--- src/rtl/tcap_pkg.sv ---
package tcap_pkg;

  // ************************************************************
  // register map (byte addresses)
  // ************************************************************
  localparam logic [7:0] ctrl_addr   = 8'h00; // enable, mode, polarity, prescale
  localparam logic [7:0] ctrl2_addr  = 8'h04; // mode high bit, int source, cause flag
  localparam logic [7:0] count_addr  = 8'h08; // live counter
  localparam logic [7:0] reload_addr = 8'h0c; // reload / compare value
  localparam logic [7:0] pwm_addr    = 8'h10; // pwm value / captured count
  localparam logic [7:0] stat_addr   = 8'h14; // sticky events, read only
  localparam logic [7:0] clr_addr    = 8'h18; // write one to clear, write only
  localparam logic [7:0] ien_addr    = 8'h1c; // interrupt enable

  // ************************************************************
  // field positions
  // ************************************************************
  localparam int ctrl_en_bit    = 0;
  localparam int ctrl_mode_lsb  = 1; // three bits
  localparam int ctrl_pol_bit   = 4;
  localparam int ctrl_pres_lsb  = 5; // three bits, divide by 2**n
  localparam int ctrl2_mhi_bit  = 0;
  localparam int ctrl2_isel_lsb = 1; // two bits
  localparam int ctrl2_cause_bit = 3;
  localparam int stat_tmr_bit   = 0; // timer interrupt event
  localparam int stat_cap_bit   = 1; // capture event

  // ************************************************************
  // reset values and constants
  // ************************************************************
  localparam logic [15:0] count_rst  = 16'h0000;
  localparam logic [15:0] reload_rst = 16'hffff;
  localparam logic [15:0] pwm_rst    = 16'h0000;
  localparam logic [15:0] restart_val = 16'h0001;
  localparam logic [31:0] unmapped_rdata = 32'h0000_0000;

  // ************************************************************
  // modes: {mode_high_bit, three low mode bits}
  // ************************************************************
  typedef enum logic [3:0] {
    mode_continuous  = 4'b0001,
    mode_pwm         = 4'b0011,
    mode_capture     = 4'b0100,
    mode_cap_compare = 4'b0111,
    mode_cap_restart = 4'b1000
  } tmode_t;

  // interrupt source select
  localparam logic [1:0] isel_both    = 2'h0;
  localparam logic [1:0] isel_capture = 2'h1;
  localparam logic [1:0] isel_reload  = 2'h2;

  // ************************************************************
  // carriers
  // ************************************************************
  typedef struct packed {
    logic        enable;
    logic [2:0]  mode_lo;
    logic        input_polarity_bit;
    logic [2:0]  prescale;
  } ctrl_t;

  typedef struct packed {
    logic        mode_high_bit;
    logic [1:0]  interrupt_source_select;
    logic        capture_cause_flag;
  } ctrl2_t;

  typedef struct packed {
    ctrl_t       ctrl;
    ctrl2_t      ctrl2;
    logic [15:0] count;
    logic [15:0] reload;
    logic [15:0] pwm;
    logic [1:0]  stat;
    logic [1:0]  ien;
    logic        started;  // capture/compare armed by first edge
    logic        tin_prev; // previous timer input level
    logic        irq;
    logic        timer_out;
    logic        pready;
    logic        pslverr;
    logic [31:0] prdata;
  } tstate_t;

endpackage

--- src/rtl/timer_capture_modes.sv ---
`timescale 1ns/100ps
`default_nettype none
module timer_capture_modes
  import tcap_pkg::*;
(
  input  wire logic        pclk,
  input  wire logic        presetn,
  input  wire logic        psel,
  input  wire logic        penable,
  input  wire logic        pwrite,
  input  wire logic [7:0]  paddr,
  input  wire logic [31:0] pwdata,
  output logic [31:0]      prdata,
  output logic             pready,
  output logic             pslverr,
  input  wire logic        timer_in,  // external timer input pin
  output logic             timer_out, // pwm output
  output logic             irq        // level timer interrupt
);

  // ************************************************************
  // declarations
  // ************************************************************
  // the block state apart from the prescaler divider lives in cur, so every output is a flop field
  // the counter is 16 bits and wraps through reload only, so a reload
  // below the present count first runs the full 16-bit range;
  // a software count write is the way out of that long wrap
  tstate_t    cur;       // all registered state
  tstate_t    next_cur;  // next value of that state
  logic       tick;      // prescaled count enable
  tmode_t     mode;      // decoded mode
  logic       sel_edge;  // selected edge seen this clock
  logic       do_wr;     // apb write completes
  logic       setup;     // apb setup cycle
  logic       mapped;    // address hits a register
  logic       cap_ev;    // capture event
  logic       rld_ev;    // reload / compare event
  logic       cap_irq;   // capture allowed to interrupt
  logic       rld_irq;   // reload allowed to interrupt
  logic       run;       // timer enabled

  // ************************************************************
  // prescaler
  // ************************************************************
  // divider runs only while enabled, so every start of the timer
  // begins with a full prescale period before the first count
  tcap_prescaler u_prescaler (
    .pclk     (pclk),
    .presetn  (presetn),
    .run      (run),
    .prescale (cur.ctrl.prescale),
    .tick     (tick)
  );

  // ************************************************************
  // next state
  // ************************************************************
  // order matters below: timer events first, then the cause flag,
  // then the bus, so a software write to count or pwm in the same
  // clock beats the hardware update; status is handled last so that
  // a hardware set still beats a software clear
  always_comb begin
    next_cur = cur;
    run      = cur.ctrl.enable;
    mode     = tmode_t'({cur.ctrl2.mode_high_bit, cur.ctrl.mode_lo});
    setup    = psel && !penable;
    do_wr    = psel && penable && pwrite && cur.pready;
    mapped   = 1'b0;
    // events default to none; the mode branches below raise them
    cap_ev   = 1'b0;
    rld_ev   = 1'b0;
    next_cur.tin_prev = timer_in;

    // edge choice: polarity 1 rising, 0 falling
    // the pin is synchronous, so one stored level is enough; it resets
    // low like the idle pin, so no false edge follows reset
    if (cur.ctrl.input_polarity_bit) begin
      sel_edge = timer_in && !cur.tin_prev;
    end else begin
      sel_edge = !timer_in && cur.tin_prev;
    end

    // ---- counting and capture, only while enabled ----
    if (run) begin
      case (mode)
        mode_capture: begin
          // capture on edge, counter not disturbed
          if (sel_edge) begin
            next_cur.pwm = cur.count;
            cap_ev = 1'b1;
          end
          // a reload match wraps to 0001 like the other modes
          if (tick) begin
            if (cur.count == cur.reload) begin
              next_cur.count = restart_val; // keeps counting
              rld_ev = 1'b1;
            end else begin
              next_cur.count = cur.count + 16'h0001;
            end
          end
        end
        mode_cap_restart: begin
          // capture wins over a compare in the same clock
          // the prescaler is not restarted by a capture, so the first
          // period after a restart may be short by up to one prescale
          // a compare match without capture restarts and clears the cause
          if (sel_edge) begin
            next_cur.pwm   = cur.count;
            next_cur.count = restart_val;
            cap_ev = 1'b1;
          end else if (tick) begin
            if (cur.count == cur.reload) begin
              next_cur.count = restart_val;
              rld_ev = 1'b1;
            end else begin
              next_cur.count = cur.count + 16'h0001;
            end
          end
        end
        mode_cap_compare: begin
          if (!cur.started) begin
            // idle until the first selected edge; that edge only arms,
            // it stores no count and raises nothing
            // ticks keep their phase from the enable, not from this edge
            if (sel_edge) begin
              next_cur.started = 1'b1;
            end
          end else if (sel_edge) begin
            // every later edge captures and restarts
            next_cur.pwm   = cur.count;
            next_cur.count = restart_val;
            cap_ev = 1'b1;
          end else if (tick) begin
            if (cur.count == cur.reload) begin
              next_cur.count = restart_val;
              rld_ev = 1'b1;
            end else begin
              next_cur.count = cur.count + 16'h0001;
            end
          end
        end
        default: begin
          // continuous and pwm: count 1..reload and wrap
          // unused mode codes land here as well
          if (tick) begin
            if (cur.count == cur.reload) begin
              next_cur.count = restart_val;
              rld_ev = 1'b1;
            end else begin
              next_cur.count = cur.count + 16'h0001;
            end
          end
        end
      endcase
    end else begin
      // while stopped nothing counts, captures or interrupts
      // re-arm capture/compare for the next start
      next_cur.started = 1'b0;
    end

    // ---- cause flag: capture sets, reload clears ----
    // only the capture modes keep a cause; pwm and continuous leave it
    // a capture in the same clock as a reload keeps the flag set
    if (cap_ev) begin
      next_cur.ctrl2.capture_cause_flag = 1'b1;
    end else if (rld_ev && (mode != mode_continuous) && (mode != mode_pwm)) begin
      next_cur.ctrl2.capture_cause_flag = 1'b0;
    end

    // ---- interrupt source gating ----
    // the cause flag above ignores this gate on purpose
    // source select value 3 behaves as both
    cap_irq = cap_ev && (cur.ctrl2.interrupt_source_select != isel_reload);
    rld_irq = rld_ev && (cur.ctrl2.interrupt_source_select != isel_capture);

    // ---- pwm output, count runs 1..reload ----
    // registered compare, so the pin trails the count by one clock
    // high fraction: pwm/reload, or (reload-pwm)/reload when inverted
    if (!run) begin
      // a stopped timer holds the pin low
      next_cur.timer_out = 1'b0;
    end else if (cur.ctrl.input_polarity_bit) begin
      next_cur.timer_out = (cur.count <= cur.pwm); // pwm/reload high
    end else begin
      next_cur.timer_out = (cur.count > cur.pwm);  // (reload-pwm)/reload
    end

    // ---- apb read mux, sampled in setup ----
    // zero wait states: setup is decoded here and the answer stands
    // for exactly the access cycle; data is taken at setup so it
    // cannot move under the master while pready is high
    next_cur.pready  = setup;
    next_cur.pslverr = 1'b0;
    if (setup) begin
      mapped = 1'b1;
      case (paddr)
        ctrl_addr:   next_cur.prdata = {24'h000000, cur.ctrl.prescale,
                       cur.ctrl.input_polarity_bit, cur.ctrl.mode_lo, cur.ctrl.enable};
        ctrl2_addr:  next_cur.prdata = {28'h0000000, cur.ctrl2.capture_cause_flag,
                       cur.ctrl2.interrupt_source_select, cur.ctrl2.mode_high_bit};
        count_addr:  next_cur.prdata = {16'h0000, cur.count};
        reload_addr: next_cur.prdata = {16'h0000, cur.reload};
        pwm_addr:    next_cur.prdata = {16'h0000, cur.pwm};
        stat_addr:   next_cur.prdata = {30'h00000000, cur.stat};
        clr_addr:    next_cur.prdata = unmapped_rdata; // write only
        ien_addr:    next_cur.prdata = {30'h00000000, cur.ien};
        // unmapped offsets answer zero with the error flag
        default: begin
          mapped = 1'b0;
          next_cur.prdata = unmapped_rdata;
        end
      endcase
      next_cur.pslverr = !mapped;
    end

    // ---- apb writes at the access edge ----
    // software write to count or pwm overrides the hardware update
    if (do_wr) begin
      case (paddr)
        ctrl_addr: begin
          // fields placed by their package positions
          next_cur.ctrl.enable             = pwdata[ctrl_en_bit];
          next_cur.ctrl.mode_lo            = pwdata[ctrl_mode_lsb +: 3];
          next_cur.ctrl.input_polarity_bit = pwdata[ctrl_pol_bit];
          next_cur.ctrl.prescale           = pwdata[ctrl_pres_lsb +: 3];
        end
        ctrl2_addr: begin
          // the cause flag is read only and is not written here
          next_cur.ctrl2.mode_high_bit           = pwdata[ctrl2_mhi_bit];
          next_cur.ctrl2.interrupt_source_select = pwdata[ctrl2_isel_lsb +: 2];
        end
        count_addr:  next_cur.count  = pwdata[15:0];
        reload_addr: next_cur.reload = pwdata[15:0];
        pwm_addr:    next_cur.pwm    = pwdata[15:0];
        ien_addr:    next_cur.ien    = pwdata[1:0];
        // status, clear and unmapped offsets store nothing here
        default: begin
          next_cur.prdata = cur.prdata;
        end
      endcase
    end

    // ---- sticky status: set wins over clear ----
    // the clear register is write one to clear; an event in the same
    // clock as its clear survives, so no clear loses an event that the source select passes
    if (do_wr && (paddr == clr_addr)) begin
      next_cur.stat = cur.stat & ~pwdata[1:0];
    end
    if (cap_irq || rld_irq) begin
      next_cur.stat[stat_tmr_bit] = 1'b1;
    end
    if (cap_irq) begin
      next_cur.stat[stat_cap_bit] = 1'b1;
    end

    // level interrupt from the next status
    // so irq rises on the same edge as the status bit
    next_cur.irq = |(next_cur.stat & next_cur.ien);
  end

  // ************************************************************
  // state register
  // ************************************************************
  // reset loads constants only; reload and the data registers have
  // their own reset values, hence the extra lines after the clear
  always_ff @(posedge pclk or negedge presetn) begin
    if (!presetn) begin
      cur        <= '0;
      cur.count  <= count_rst;
      cur.reload <= reload_rst;
      cur.pwm    <= pwm_rst;
    end else begin
      cur <= next_cur;
    end
  end

  // ************************************************************
  // outputs straight from flops
  // ************************************************************
  // plain renames of flop fields, no logic on the way out
  assign prdata    = cur.prdata;
  assign pready    = cur.pready;
  assign pslverr   = cur.pslverr;
  assign timer_out = cur.timer_out;
  assign irq       = cur.irq;

endmodule
`default_nettype wire

--- src/rtl/tcap_prescaler.sv ---
`timescale 1ns/100ps
`default_nettype none
module tcap_prescaler
  import tcap_pkg::*;
(
  input  wire logic       pclk,
  input  wire logic       presetn,
  input  wire logic       run,      // timer enable
  input  wire logic [2:0] prescale, // divide by 2**prescale
  output logic            tick      // one pulse per prescaled period
);

  // ************************************************************
  // gated divider
  // ************************************************************
  logic [6:0] div;      // running divider
  logic [6:0] div_mask; // low bits that must be all ones

  // mask grows with prescale; zero mask ticks every clock
  always_comb begin
    div_mask = 7'((8'h01 << prescale) - 8'h01);
  end

  // held clear while stopped so each start has a full first period
  always_ff @(posedge pclk or negedge presetn) begin
    if (!presetn) begin
      div <= 7'h00;
    end else if (!run) begin
      div <= 7'h00;
    end else begin
      div <= div + 7'h01;
    end
  end

  // tick when the masked bits have all filled
  assign tick = run && ((div & div_mask) == div_mask);

endmodule
`default_nettype wire

--- config.mk ---
export PLATFORM = sky130hd
export DESIGN_NAME = timer_capture_modes
export DESIGN_NICKNAME = d
export VERILOG_FILES = /design/src/rtl/tcap_pkg.sv /design/src/rtl/timer_capture_modes.sv /design/src/rtl/tcap_prescaler.sv
export SDC_FILE = /design/constraint.sdc
export NUM_CORES = 1
export LEC_CHECK = 0
export BUFFER_PORTS_ARGS = -buffer_cell sky130_fd_sc_hd__buf_2
export CAP_MARGIN = 20
export CORE_UTILIZATION = 50
export CTS_BUF_LIST = sky130_fd_sc_hd__clkbuf_4 sky130_fd_sc_hd__clkbuf_8 sky130_fd_sc_hd__clkbuf_16
export CTS_CLUSTER_DIAMETER = 120
export DETAILED_ROUTE_END_ITERATION = 10
export GPL_TIMING_DRIVEN = 0
export PLACE_DENSITY = 0.85
export SETUP_SLACK_MARGIN = 0.1
export SYNTH_ARGS = -nofsm -noshare
export SYNTH_HDL_FRONTEND = slang
export SYNTH_HIERARCHICAL = 1
export SYNTH_SLANG_ARGS = --single-unit
--- constraint.sdc ---
create_clock -name pclk -period 2.3 [get_ports pclk]
set_input_delay 0.69 -clock pclk [delete_from_list [all_inputs] [get_ports pclk]]
set_output_delay 0.69 -clock pclk [all_outputs]
set_load 0.03 [all_outputs]
==> metrics.cfg <==
[status]
outcome = finished, final reports clean

[synth]
ys_seq_area_share_pct = 40.7
syn_inst = 588
synth_area_sq_um = 5770
yosysUniqueCellTypes = 78
ys.warnings.count = 6
synth_edf_count = 0
synth_flop_cell = dfrtp_1
synthArstFlopShare_pct = 100
ys_ff_latch = 93
syn_avg_cell_area_sq_um = 9.82

[route]
wl_per_cell_um = 20.4
via_per_inst = 6.29
first_pass_iters = 10
drt_iter0_markers = 643
postRouteAntennaNets = 0
vias = 5264
drt_wl_total_um = 17000
drc = 0

[power_and_ir_drop]
power_mw = 3.47
p_switching_mw = 0.841
power.internal_mw = 2.63
max-vdd-ir-drop_v = 0.000367
p_seq_share_pct = 47.9
power_density_nw_per_um2 = 485
total_leakage_power_nw = 3.32
switching_share_pct = 24.3
p_clk_share_pct = 44.5
pwr-share-comb_pct = 7.7

[worst_setup_path]
rr_worst_depth = 7
end_kind = register
startpoint_type = register
worstSetupPathType = register to register
critPathMaxStageDelay_ns = 0.66
path_cells = buf_2 > nand3_1 > or4_4 > or2_4 > o21ai_2 > o31a_1 > o21ai_1
cp_slowest_cell = or4_4
cp_max_fo = 8
required_ns = 2.54
arrival_ns = 2.51

[timing]
setup_viol = 0
finalMaxSlewViolations = 0
worstMarginPinSlew_ns = 0.776
fin_crit_ns = 2.28
fin_setup_tns_ns = 0
maxSlewHeadroom_pct = 48.3
skew_ns = 0.00758
period_share_pct = 99.0
fmax_mhz = 439
hold_viol = 0
rsz0062_at_grt = true

[floorplan]
die_w_um = 109
start_util_pct = 52.3
die_h_um = 109
core_sq_um = 11000
ios = 82
rows = 38
dieArea_sq_um = 12000

[global_route]
busiest_layer = met2
grt_pass1_wl_um = 25900
antenna_found_initial = 0
grt_pass1_vias = 4919
grt_usage_pct = 28.9
grtUsageMet1_pct = 36.7
grt-ovfl-total = 0
grt_max_degree = 69
use_met2_pct = 47.3
met3_usage_pct = 7.05

[place]
hpwl_um = 11400
io_buffers = 49
place_congestion = 0.958

[clock_tree]
htreeDepth = 3
cts_buffers = 9
clk_pin_slew_ns = 0.07
clk_latency_ns = 0.35
cts_tree = yes
ctsLongestPathBuffers = 2
clockRootBuffer = clkbuf_16
hold_buffers = 0
clock-sinks = 93

[finish]
utilization_pct = 64.9
drive_gt1_share_pct = 37.7
area_delta_synth_final_pct = 23.9
nNetsFinal = 756
diodes = 0

[flow_run]
max_cap_viol_count = 0

[hold_path]
holdCritPathClass = primary input to async pin

-- layout make-up --
| type | instances | area (sq um) |
|---|---|---|
| timing repair buffer | 78 | 493 |
| inverter | 24 | 93.8 |
| clock buffer | 11 | 246 |
| buffer | 64 | 472 |
| clock inverter | 5 | 58.8 |
| sequential | 93 | 2360 |
| multi-input combinational | 422 | 3260 |
| fill | 852 | 3870 |
| tap | 140 | 175 |
-- power groups by stage --
stage | registers [mW] | clock network, mW | logic (mW)
after floorplan | 1.69 | 0 | 0.130
after global placement | 1.69 | 0 | 0.230
after detailed placement | 1.69 | 0 | 0.242
after CTS | 1.66 | 1.55 | 0.250
after global routing | 1.66 | 1.62 | 0.288
final | 1.66 | 1.54 | 0.266
-- timing repair --
action,in CTS,in global routing
resized for setup,42,66
pin swaps,11,31
setup buffers,15,13
endpoints found under the setup margin,59,42
-- registers in the layout, summed over array words and instances, names as in the netlist --
signal,flops
prdata,16
pready,1
pslverr,1
u_prescaler/div,7
cur,65
timer_out,1
irq,1
run,1
-- cell families (layout without fill, tap and decap cells) --
family	count (synthesis)	in the layout	share of synthesized area (%)
flops	93	93	40.7
buf+inv	88	182	8.49
compound gates	154	154	18.0
other cells	1	16	0.0649
xor+xnor	21	21	3.19
fa+ha+maj	18	18	3.90
mux	48	48	10.0
simple gates	165	165	15.7
-- per-stage QoR --
stage | worst slack [ns] | cells | hold WS, ns | cell area, sq um
floorplan | 0.0539 | 603 | 0.394 | 5860
global placement | -0.596 | 792 | 0.460 | 6280
detailed placement | -0.683 | 793 | 0.467 | 6310
CTS | 0.0169 | 824 | 0.258 | 6850
global route | -0.107 | 837 | 0.266 | 7160
finish | 0.0235 | 837 | 0.250 | 7160
-- cell usage in the layout (no fill, tap or decap), types with 5 or more instances in the layout --
cell	n
a21oi_1	40
nand4_1	11
a222oi_1	12
nor2_1	31
mux2i_1	17
a21o_1	9
and2_1	5
buf_4	66
inv_1	21
dfrtp_2	8
dfstp_2	16
a22o_1	5
mux2_2	19
nor2b_1	8
nor3_1	8
nand2_1	33
nand3_1	10
ha_1	17
conb_1	16
o21ai_0	20
xor2_1	19
clkbuf_1	6
buf_6	9
dfrtp_1	69
mux2_4	10
o21ai_1	11
buf_2	54
clkbuf_16	9
-- critical path, delay by kind of cell, from the launching register on --
kind	cells	cell delay, ns
simple gates	3	1.28
flops	1	0.34
compound gates	3	0.32
buf+inv	1	0.22
-- routing by layer --
layer  vias to the layer above  part of all wire [%]
li1                       2312                     -
met1                      2568                    39
met2                       324                    48
met3                        60                   9.8
met4                         0                   3.6
met5                         -                     0
-- synth_stat cells (3+ instances only) --
cell	instances	area share [%]
mux2_4	10	2.6
a21oi_1	43	3.7
and2_1	6	0.65
nor3b_1	4	0.52
nor4_1	5	0.54
o21ai_1	4	0.35
nand2b_1	3	0.33
or4_1	4	0.52
o21ai_0	31	2.7
and3_1	3	0.33
nor3_1	14	1.2
a222oi_1	12	2.1
buf_4	35	4.6
o31a_1	3	0.46
clkbuf_1	16	1.0
a22o_1	5	0.76
mux2i_1	17	2.9
ha_1	18	3.9
xor2_1	19	2.9
nor2_1	34	2.2
mux2_2	19	3.7
nand4_1	11	1.2
a21o_1	9	1.2
o21a_1	6	0.78
or3_1	3	0.33
buf_2	11	0.95
nor2b_1	8	0.87
dfrtp_1	77	33
a221oi_1	4	0.61
nand3_1	12	1.0
dfstp_2	16	7.3
o31ai_1	6	0.78
nand2_1	38	2.5
inv_1	24	1.6
-- path summary, 6_finish.rpt --
| check | from | slack (ns) | endpoint |
|---|---|---|---|
| worst max-delay path | cur[78]$_DFF_PN0_ | 0.02 | cur[89]$_DFF_PN0_ |
| worst min-delay path | presetn | 0.25 | u_prescaler/div[5]$_DFF_PN0_ |
| worst max register to register | cur[78]$_DFF_PN0_ | 0.02 | cur[89]$_DFF_PN0_ |
| worst min register to register | prdata[3]$_DFFE_PN0P_ | 0.48 | prdata[3]$_DFFE_PN0P_ |
| max in group asynchronous | presetn | 1.35 | cur[69]$_DFFE_PN1P_ |
| min in group pclk | prdata[3]$_DFFE_PN0P_ | 0.48 | prdata[3]$_DFFE_PN0P_ |
Note: power is estimated with default switching activity, not from simulation.
